[src/ssw_map.vh]
// timing constants for the supply supervisor and watchdog
// assumes a 50 mhz system clock; times in their printed units
`ifndef SSW_MAP_VH
`define SSW_MAP_VH
`define SSW_CLK_HZ 50000000
`define SSW_HOLD_MS 200
`define SSW_HOLD_CYC ((`SSW_CLK_HZ / 1000) * `SSW_HOLD_MS)
`define SSW_WD_DMS 16
`define SSW_WD_CYC ((`SSW_CLK_HZ / 10) * `SSW_WD_DMS)
`define SSW_KICK_MAX_MS 35
`define SSW_KICK_MAX_CYC ((`SSW_CLK_HZ / 1000) * `SSW_KICK_MAX_MS)
`define SSW_MR_FILT_NS 100
`define SSW_MR_FILT_CYC ((`SSW_MR_FILT_NS * 50 + 999) / 1000)
`define SSW_MR_DELAY_US 12
`define SSW_MR_DELAY_CYC ((`SSW_CLK_HZ / 1000000) * `SSW_MR_DELAY_US)
`define SSW_PIN_HIGH 1'b1
`endif

[src/ssw_pin_sync.v]
// three-stage pin synchroniser with agreement of stages two and three
// assumes an asynchronous pin level on pin_in
module ssw_pin_sync #(
	parameter RESET_VAL = 1'b1
) (
	sys_clk,
	sys_rst,
	pin_in,
	level_out
);
	input wire sys_clk;
	input wire sys_rst;
	input wire pin_in;
	output reg level_out;

	reg s1_reg;
	reg s2_reg;
	reg s3_reg;

	always @(posedge sys_clk)
	begin
		if (sys_rst)
		begin
			s1_reg <= RESET_VAL;
			s2_reg <= RESET_VAL;
			s3_reg <= RESET_VAL;
			level_out <= RESET_VAL;
		end
		else
		begin
			s1_reg <= pin_in;
			s2_reg <= s1_reg;
			s3_reg <= s2_reg;
			if (s2_reg == s3_reg)
				level_out <= s3_reg;
		end
	end
endmodule // ssw_pin_sync

[src/ssw_supervisor.v]
// supply supervisor: reset hold, manual reset filter, watchdog, power fail
// assumes pins are asynchronous; comparators outside give logic levels
// assumes hold and watchdog periods are given in clock cycles
// assumes the manual pin pull-up shows as its enable held high
`include "ssw_map.vh"
module ssw_supervisor #(
	parameter HOLD_CYC = `SSW_HOLD_CYC,
	parameter WD_CYC = `SSW_WD_CYC,
	parameter MR_FILT_CYC = `SSW_MR_FILT_CYC
) (
	sys_clk,
	sys_rst,
	supply_low,
	manual_reset_n,
	manual_reset_n_oe_n,
	watchdog_kick,
	power_fail_sense,
	reset_n,
	watchdog_expired_n,
	power_fail_flag_n
);
	input wire sys_clk;
	input wire sys_rst;
	input wire supply_low;
	input wire manual_reset_n;
	input wire manual_reset_n_oe_n;
	input wire watchdog_kick;
	input wire power_fail_sense;
	output reg reset_n;
	output reg watchdog_expired_n;
	output reg power_fail_flag_n;

	wire supply_low_s;
	wire mr_s;
	wire kick_s;
	wire pf_s;
	wire mr_pin;
	reg kick_prev_reg;
	reg mr_filt_reg;
	reg [7:0] mr_cnt_reg;
	reg [31:0] hold_cnt_reg;
	reg [31:0] hold_cnt_next;
	reg [31:0] wd_cnt_reg;
	reg [31:0] wd_cnt_next;
	reg [1:0] rst_state_reg;
	reg [1:0] rst_state_next;
	reg [1:0] wd_state_reg;
	reg [1:0] wd_state_next;
	reg mr_filt_next;
	reg [7:0] mr_cnt_next;
	reg pf_flag_next;
	reg cause;
	reg kick_edge;

	// reset sequencer states
	localparam RST_ASSERT = 2'b00;
	localparam RST_HOLD = 2'b01;
	localparam RST_RUN = 2'b10;

	// watchdog states; output is low unless counting
	localparam WD_OFF = 2'b00;
	localparam WD_COUNT = 2'b01;
	localparam WD_EXPIRED = 2'b10;

	// true once a counter has reached its last cycle
	function ssw_reached;
		input [31:0] cnt;
		input [31:0] lim;
		begin
			ssw_reached = (cnt >= lim - 32'h00000001);
		end
	endfunction

	function [31:0] ssw_inc32;
		input [31:0] v;
		begin
			ssw_inc32 = v + 32'h00000001;
		end
	endfunction

	// floating pin (no driver enabled) reads as pulled high
	assign mr_pin = manual_reset_n_oe_n ? `SSW_PIN_HIGH : manual_reset_n;

	// every pin passes four flops before it is used
	ssw_pin_sync #(.RESET_VAL(1'b0)) u_vcc (
		.sys_clk(sys_clk),
		.sys_rst(sys_rst),
		.pin_in(supply_low),
		.level_out(supply_low_s)
	);
	ssw_pin_sync #(.RESET_VAL(1'b1)) u_mr (
		.sys_clk(sys_clk),
		.sys_rst(sys_rst),
		.pin_in(mr_pin),
		.level_out(mr_s)
	);
	ssw_pin_sync #(.RESET_VAL(1'b0)) u_kick (
		.sys_clk(sys_clk),
		.sys_rst(sys_rst),
		.pin_in(watchdog_kick),
		.level_out(kick_s)
	);
	ssw_pin_sync #(.RESET_VAL(1'b1)) u_pf (
		.sys_clk(sys_clk),
		.sys_rst(sys_rst),
		.pin_in(power_fail_sense),
		.level_out(pf_s)
	);

	// low must persist the glitch window before it counts
	always @*
	begin
		mr_filt_next = mr_filt_reg;
		mr_cnt_next = mr_cnt_reg;
		if (mr_s)
		begin
			mr_filt_next = 1'b1;
			mr_cnt_next = 8'h00;
		end
		else if (ssw_reached({24'h000000, mr_cnt_reg}, MR_FILT_CYC + 1))
			mr_filt_next = 1'b0;
		else
			mr_cnt_next = mr_cnt_reg + 8'h01;
	end

	always @(posedge sys_clk)
	begin
		if (sys_rst)
		begin
			mr_filt_reg <= 1'b1;
			mr_cnt_reg <= 8'h00;
		end
		else
		begin
			mr_filt_reg <= mr_filt_next;
			mr_cnt_reg <= mr_cnt_next;
		end
	end

	// reset causes; watchdog expiry is deliberately not one
	always @*
	begin
		cause = 1'b0;
		if (supply_low_s)
			cause = 1'b1;
		if (!mr_filt_reg)
			cause = 1'b1;
	end

	// either kick direction counts as activity
	always @*
	begin
		kick_edge = 1'b0;
		if (kick_s != kick_prev_reg)
			kick_edge = 1'b1;
	end

	// reset sequencer: any cause restarts the full hold
	always @*
	begin
		rst_state_next = rst_state_reg;
		hold_cnt_next = hold_cnt_reg;
		case (rst_state_reg)
			RST_ASSERT, RST_HOLD:
			begin
				if (cause)
				begin
					rst_state_next = RST_ASSERT;
					hold_cnt_next = 32'h00000000;
				end
				else if (ssw_reached(hold_cnt_reg, HOLD_CYC))
					rst_state_next = RST_RUN;
				else
				begin
					rst_state_next = RST_HOLD;
					hold_cnt_next = ssw_inc32(hold_cnt_reg);
				end
			end
			RST_RUN:
			begin
				if (cause)
				begin
					rst_state_next = RST_ASSERT;
					hold_cnt_next = 32'h00000000;
				end
			end
			default:
			begin
				rst_state_next = RST_ASSERT;
				hold_cnt_next = 32'h00000000;
			end
		endcase
	end

	always @(posedge sys_clk)
	begin
		if (sys_rst)
		begin
			rst_state_reg <= RST_ASSERT;
			hold_cnt_reg <= 32'h00000000;
			reset_n <= 1'b0;
		end
		else
		begin
			rst_state_reg <= rst_state_next;
			hold_cnt_reg <= hold_cnt_next;
			reset_n <= (rst_state_next == RST_RUN);
		end
	end

	// watchdog: kicks and active reset clear it
	always @*
	begin
		wd_state_next = wd_state_reg;
		wd_cnt_next = wd_cnt_reg;
		if (supply_low_s)
		begin
			wd_state_next = WD_OFF;
			wd_cnt_next = 32'h00000000;
		end
		else if (kick_edge || !reset_n)
		begin
			wd_state_next = WD_COUNT;
			wd_cnt_next = 32'h00000000;
		end
		else
		begin
			case (wd_state_reg)
				WD_COUNT:
				begin
					if (ssw_reached(wd_cnt_reg, WD_CYC))
						wd_state_next = WD_EXPIRED;
					else
						wd_cnt_next = ssw_inc32(wd_cnt_reg);
				end
				WD_EXPIRED:
					wd_state_next = WD_EXPIRED;
				WD_OFF:
				begin
					wd_state_next = WD_COUNT;
					wd_cnt_next = 32'h00000000;
				end
				default:
				begin
					wd_state_next = WD_OFF;
					wd_cnt_next = 32'h00000000;
				end
			endcase
		end
	end

	always @(posedge sys_clk)
	begin
		if (sys_rst)
		begin
			kick_prev_reg <= 1'b0;
			wd_state_reg <= WD_OFF;
			wd_cnt_reg <= 32'h00000000;
			watchdog_expired_n <= 1'b0;
		end
		else
		begin
			kick_prev_reg <= kick_s;
			wd_state_reg <= wd_state_next;
			wd_cnt_reg <= wd_cnt_next;
			watchdog_expired_n <= (wd_state_next == WD_COUNT);
		end
	end

	// flag mirrors the comparator; no hold is applied
	always @*
	begin
		pf_flag_next = 1'b1;
		if (!pf_s)
			pf_flag_next = 1'b0;
	end

	always @(posedge sys_clk)
	begin
		if (sys_rst)
			power_fail_flag_n <= 1'b1;
		else
			power_fail_flag_n <= pf_flag_next;
	end
endmodule // ssw_supervisor

[config.mk]
export PLATFORM = sky130hd
export DESIGN_NAME = ssw_supervisor
export DESIGN_NICKNAME = d
export VERILOG_FILES = /design/src/ssw_pin_sync.v /design/src/ssw_supervisor.v
export VERILOG_INCLUDE_DIRS = /design/src
export SDC_FILE = /design/constraint.sdc
export NUM_CORES = 1
export LEC_CHECK = 0
export BUFFER_PORTS_ARGS = -buffer_cell sky130_fd_sc_hd__buf_2
export CAP_MARGIN = 20
export CORE_MARGIN = 4
export CORE_UTILIZATION = 51
export DETAILED_ROUTE_END_ITERATION = 10
export PLACE_DENSITY_LB_ADDON = 0.12
export REMOVE_ABC_BUFFERS = 1
export SLEW_MARGIN = 20
export SYNTH_ARGS = -nofsm -noshare
export SYNTH_HDL_FRONTEND = slang
export SYNTH_SLANG_ARGS = --single-unit
[constraint.sdc]
create_clock -name sys_clk -period 2.55 [get_ports sys_clk]
set_input_delay 0.3825 -clock sys_clk [delete_from_list [all_inputs] [get_ports sys_clk]]
set_output_delay 0.3825 -clock sys_clk [all_outputs]
set_load 0.01 [all_outputs]
==> flow_metrics.py <==
metrics = {
    "outcome": {
        "status": "finished clean",
    },
    "synth": {
        "yosys_warnings": 0,
        "netlist_instances": 461,
        "synth_area_sq_um": 4204,
        "async_flop_share": 0,
        "ys.flop_type": "dfxtp_1",
        "synth_edf_count": 0,
        "avgSynthCellArea_sq_um": 9.119,
        "synth.distinct_cells": 60,
        "yosysSeqAreaShare": 0.4619,
        "synth-seq-cells": 97,
    },
    "clocking": {
        "cts.sinks": 97,
        "cts_tree": "built",
        "cts_buffers": 9,
        "clock_path_buffers": 2,
        "insertion_delay_ps": 360,
        "cts-root-buf": "clkbuf_8",
        "htreeDepth": 3,
        "cts_hold_buf": 0,
        "clk_pin_slew_worst_paths_ps": 100,
    },
    "die": {
        "die_h_um": 98.79,
        "dieWidth_um": 98.79,
        "start_util": 0.5330,
        "ios": 10,
        "core_area_sq_um": 7888,
        "rows": 32,
        "dieArea_sq_um": 9759,
    },
    "worst_setup_path": {
        "cp_common_cell": "buf_4",
        "critPathLaunchType": "flop",
        "arrival_ps": 2720,
        "path_cells": "ha_1 > and4_1 > nor4b_2 > o311ai_2 > buf_4 > nand3_4 > buf_4 > or3_1 > a21oi_1",
        "cpMaxStageDelayCell": "dfxtp_1",
        "max_stage_delay_ps": 350,
        "crit_required_ps": 2840,
        "critical-path-top-delay-family": "simple AND/OR/NAND/NOR gates",
        "crit_path_end_kind": "flop",
        "critical_path_buf_inv_count": 2,
        "worstSetupPathType": "flop to flop",
        "cp_max_fo": 9,
    },
    "final_layout": {
        "final_cell_mix": "97 x dfxtp_1, 31 x nand2_1, 30 x a21oi_1",
        "area_growth_pct": 11.67,
        "instances_no_fill": 593,
        "nNetsFinal": 499,
        "num_antenna_cells": 0,
        "mostFrequentLayoutCell": "dfxtp_1",
        "drive_gt1_frac": 0.1527,
        "final_util": 0.5952,
        "fill_cells": 692,
    },
    "power": {
        "p_per_area_nw_per_um2": 540.4,
        "p_sw_frac": 0.2335,
        "power_switching_mw": 0.5924,
        "power.internal_mw": 1.944,
        "pwr-share-seq": 0.606,
        "p_leak_nw": 1.641,
        "p_clk_frac": 0.374,
        "ir_worst_vdd_mv": 0.3508,
        "p_comb_frac": 0.021,
    },
    "detailed_routing": {
        "drt_first_pass_iters": 4,
        "wl_per_cell_um": 14.23,
        "drt_wl_total_mm": 8.438,
        "via_per_inst": 5.806,
        "drcViolationCount": 0,
        "drt_iter0_markers": 151,
        "ant_nets": 0,
        "vias": 3443,
    },
    "global_routing": {
        "grt_max_degree": 29,
        "grt_pass1_vias": 3093,
        "grtUsageTotal": 0.1774,
        "grt-ovfl-total": 0,
        "antenna_found_initial": 0,
        "grt_pass1_wl_mm": 14.36,
    },
    "timing": {
        "hold_viol_final": 0,
        "slew_headroom": 0.5733,
        "period_needed_ps": 2433,
        "setup_violations": 0,
        "period_share": 0.9541,
        "tightest_slew_ps": 637.9,
        "fin_skew_ps": 16.91,
        "setup_tns_ps": 0,
        "slew_violations": 0,
        "fmax_mhz": 411.0,
    },
    "hold_path": {
        "hp-class": "input port to flop",
    },
    "placement": {
        "gp_congestion": 0.8342,
        "portBuffers": 9,
        "dp_hpwl_mm": 5.750,
        "dpl.cell_count": 566,
    },
    "flow_run": {
        "drv_cap": 0,
    },
}
cell usage after synthesis (7+ instances only):
cell	count	area, sq um
nand3_1	24	120.1
nor2_1	26	97.59
dfxtp_1	97	1942
o31ai_1	17	127.6
inv_1	18	67.56
nor4_1	7	43.79
or3_1	17	106.4
nand4_1	9	56.30
or2_2	8	50.05
nor3_1	11	55.05
o21ai_0	17	85.08
a21oi_1	30	150.1
o311ai_1	8	70.07
clkbuf_1	14	52.55
and2_1	20	125.1
nor2b_1	7	43.79
or4_1	9	67.56
nand2_1	31	116.4
metal layers:
| layer | track usage | part of all wire | wire length, um | up-vias |
|---|---|---|---|---|
| met4 | 0.06408 | 0.018 | 153 | 0 |
| met3 | 0.03751 | 0.032 | 266 | 13 |
| li1 | - | - | - | 1770 |
| met5 | 0 | 0 | 0 | - |
| met1 | 0.2384 | 0.49 | 4174 | 1608 |
| met2 | 0.2820 | 0.46 | 3844 | 52 |
logic make-up (layout without fill, tap and decap cells):
family,count (synthesis),in the layout,synth area share
buffers and inverters,38,67,0.03809
AO/OA/AOI/OAI,114,114,0.1932
AND/OR/NAND/NOR,195,196,0.2661
adder cells (fa/ha/maj),5,5,0.01488
XOR/XNOR,10,10,0.02083
multiplexers,2,2,0.005059
flip-flops,97,97,0.4619
area by class of cell:
class | instances | area (sq um) | share of cell area
repair buffers | 33 | 225.2 | 0.04797
clock buffers | 10 | 137.6 | 0.02932
flip-flops and latches | 97 | 1942 | 0.4136
inverters | 19 | 71.32 | 0.01519
well taps | 102 | 127.6 | 0.02719
multi-input cells | 327 | 2146 | 0.4571
clock inverters | 5 | 45.04 | 0.009595
timing repair:
action | CTS | global route
setup endpoints to repair | 0 | 16
gates resized for setup | 0 | 4
buffers inserted | 0 | 11
power groups by stage:
stage                     Combinational (mW)  Sequential, mW  Clock [mW]
after global placement                0.0512            1.57           0
after floorplan                       0.0278            1.57           0
final                                 0.0522            1.54       0.948
after CTS                             0.0522            1.54       0.978
after global routing                  0.0594            1.54        1.04
after detailed placement              0.0521            1.57           0
stage by stage:
stage	hold WS, ps	instance area (sq um)	power (mW)	worst slack, ps
6_report	198.4	4695	2.537	117.0
5_1_grt	185.5	4695	2.634	-23.63
4_1_cts	176.2	4581	2.567	20.76
3_5_place_dp	398.7	4398	1.624	60.69
3_3_place_gp	392.2	4398	1.623	166.8
2_1_floorplan	389.5	4115	1.597	52.97
final timing paths:
path / to / from / cells after the start / slack (ps)
worst max-delay path: wd_cnt_reg[13] / wd_cnt_reg[0] / 9 / 120
worst max register to register: wd_cnt_reg[13] / wd_cnt_reg[0] / 9 / 120
worst min-delay path: u_pf.s1_reg / power_fail_sense / 2 / 200
worst min register to register: u_mr.s2_reg / u_mr.s1_reg / 1 / 410
Note: power is estimated with default switching activity, not from simulation.
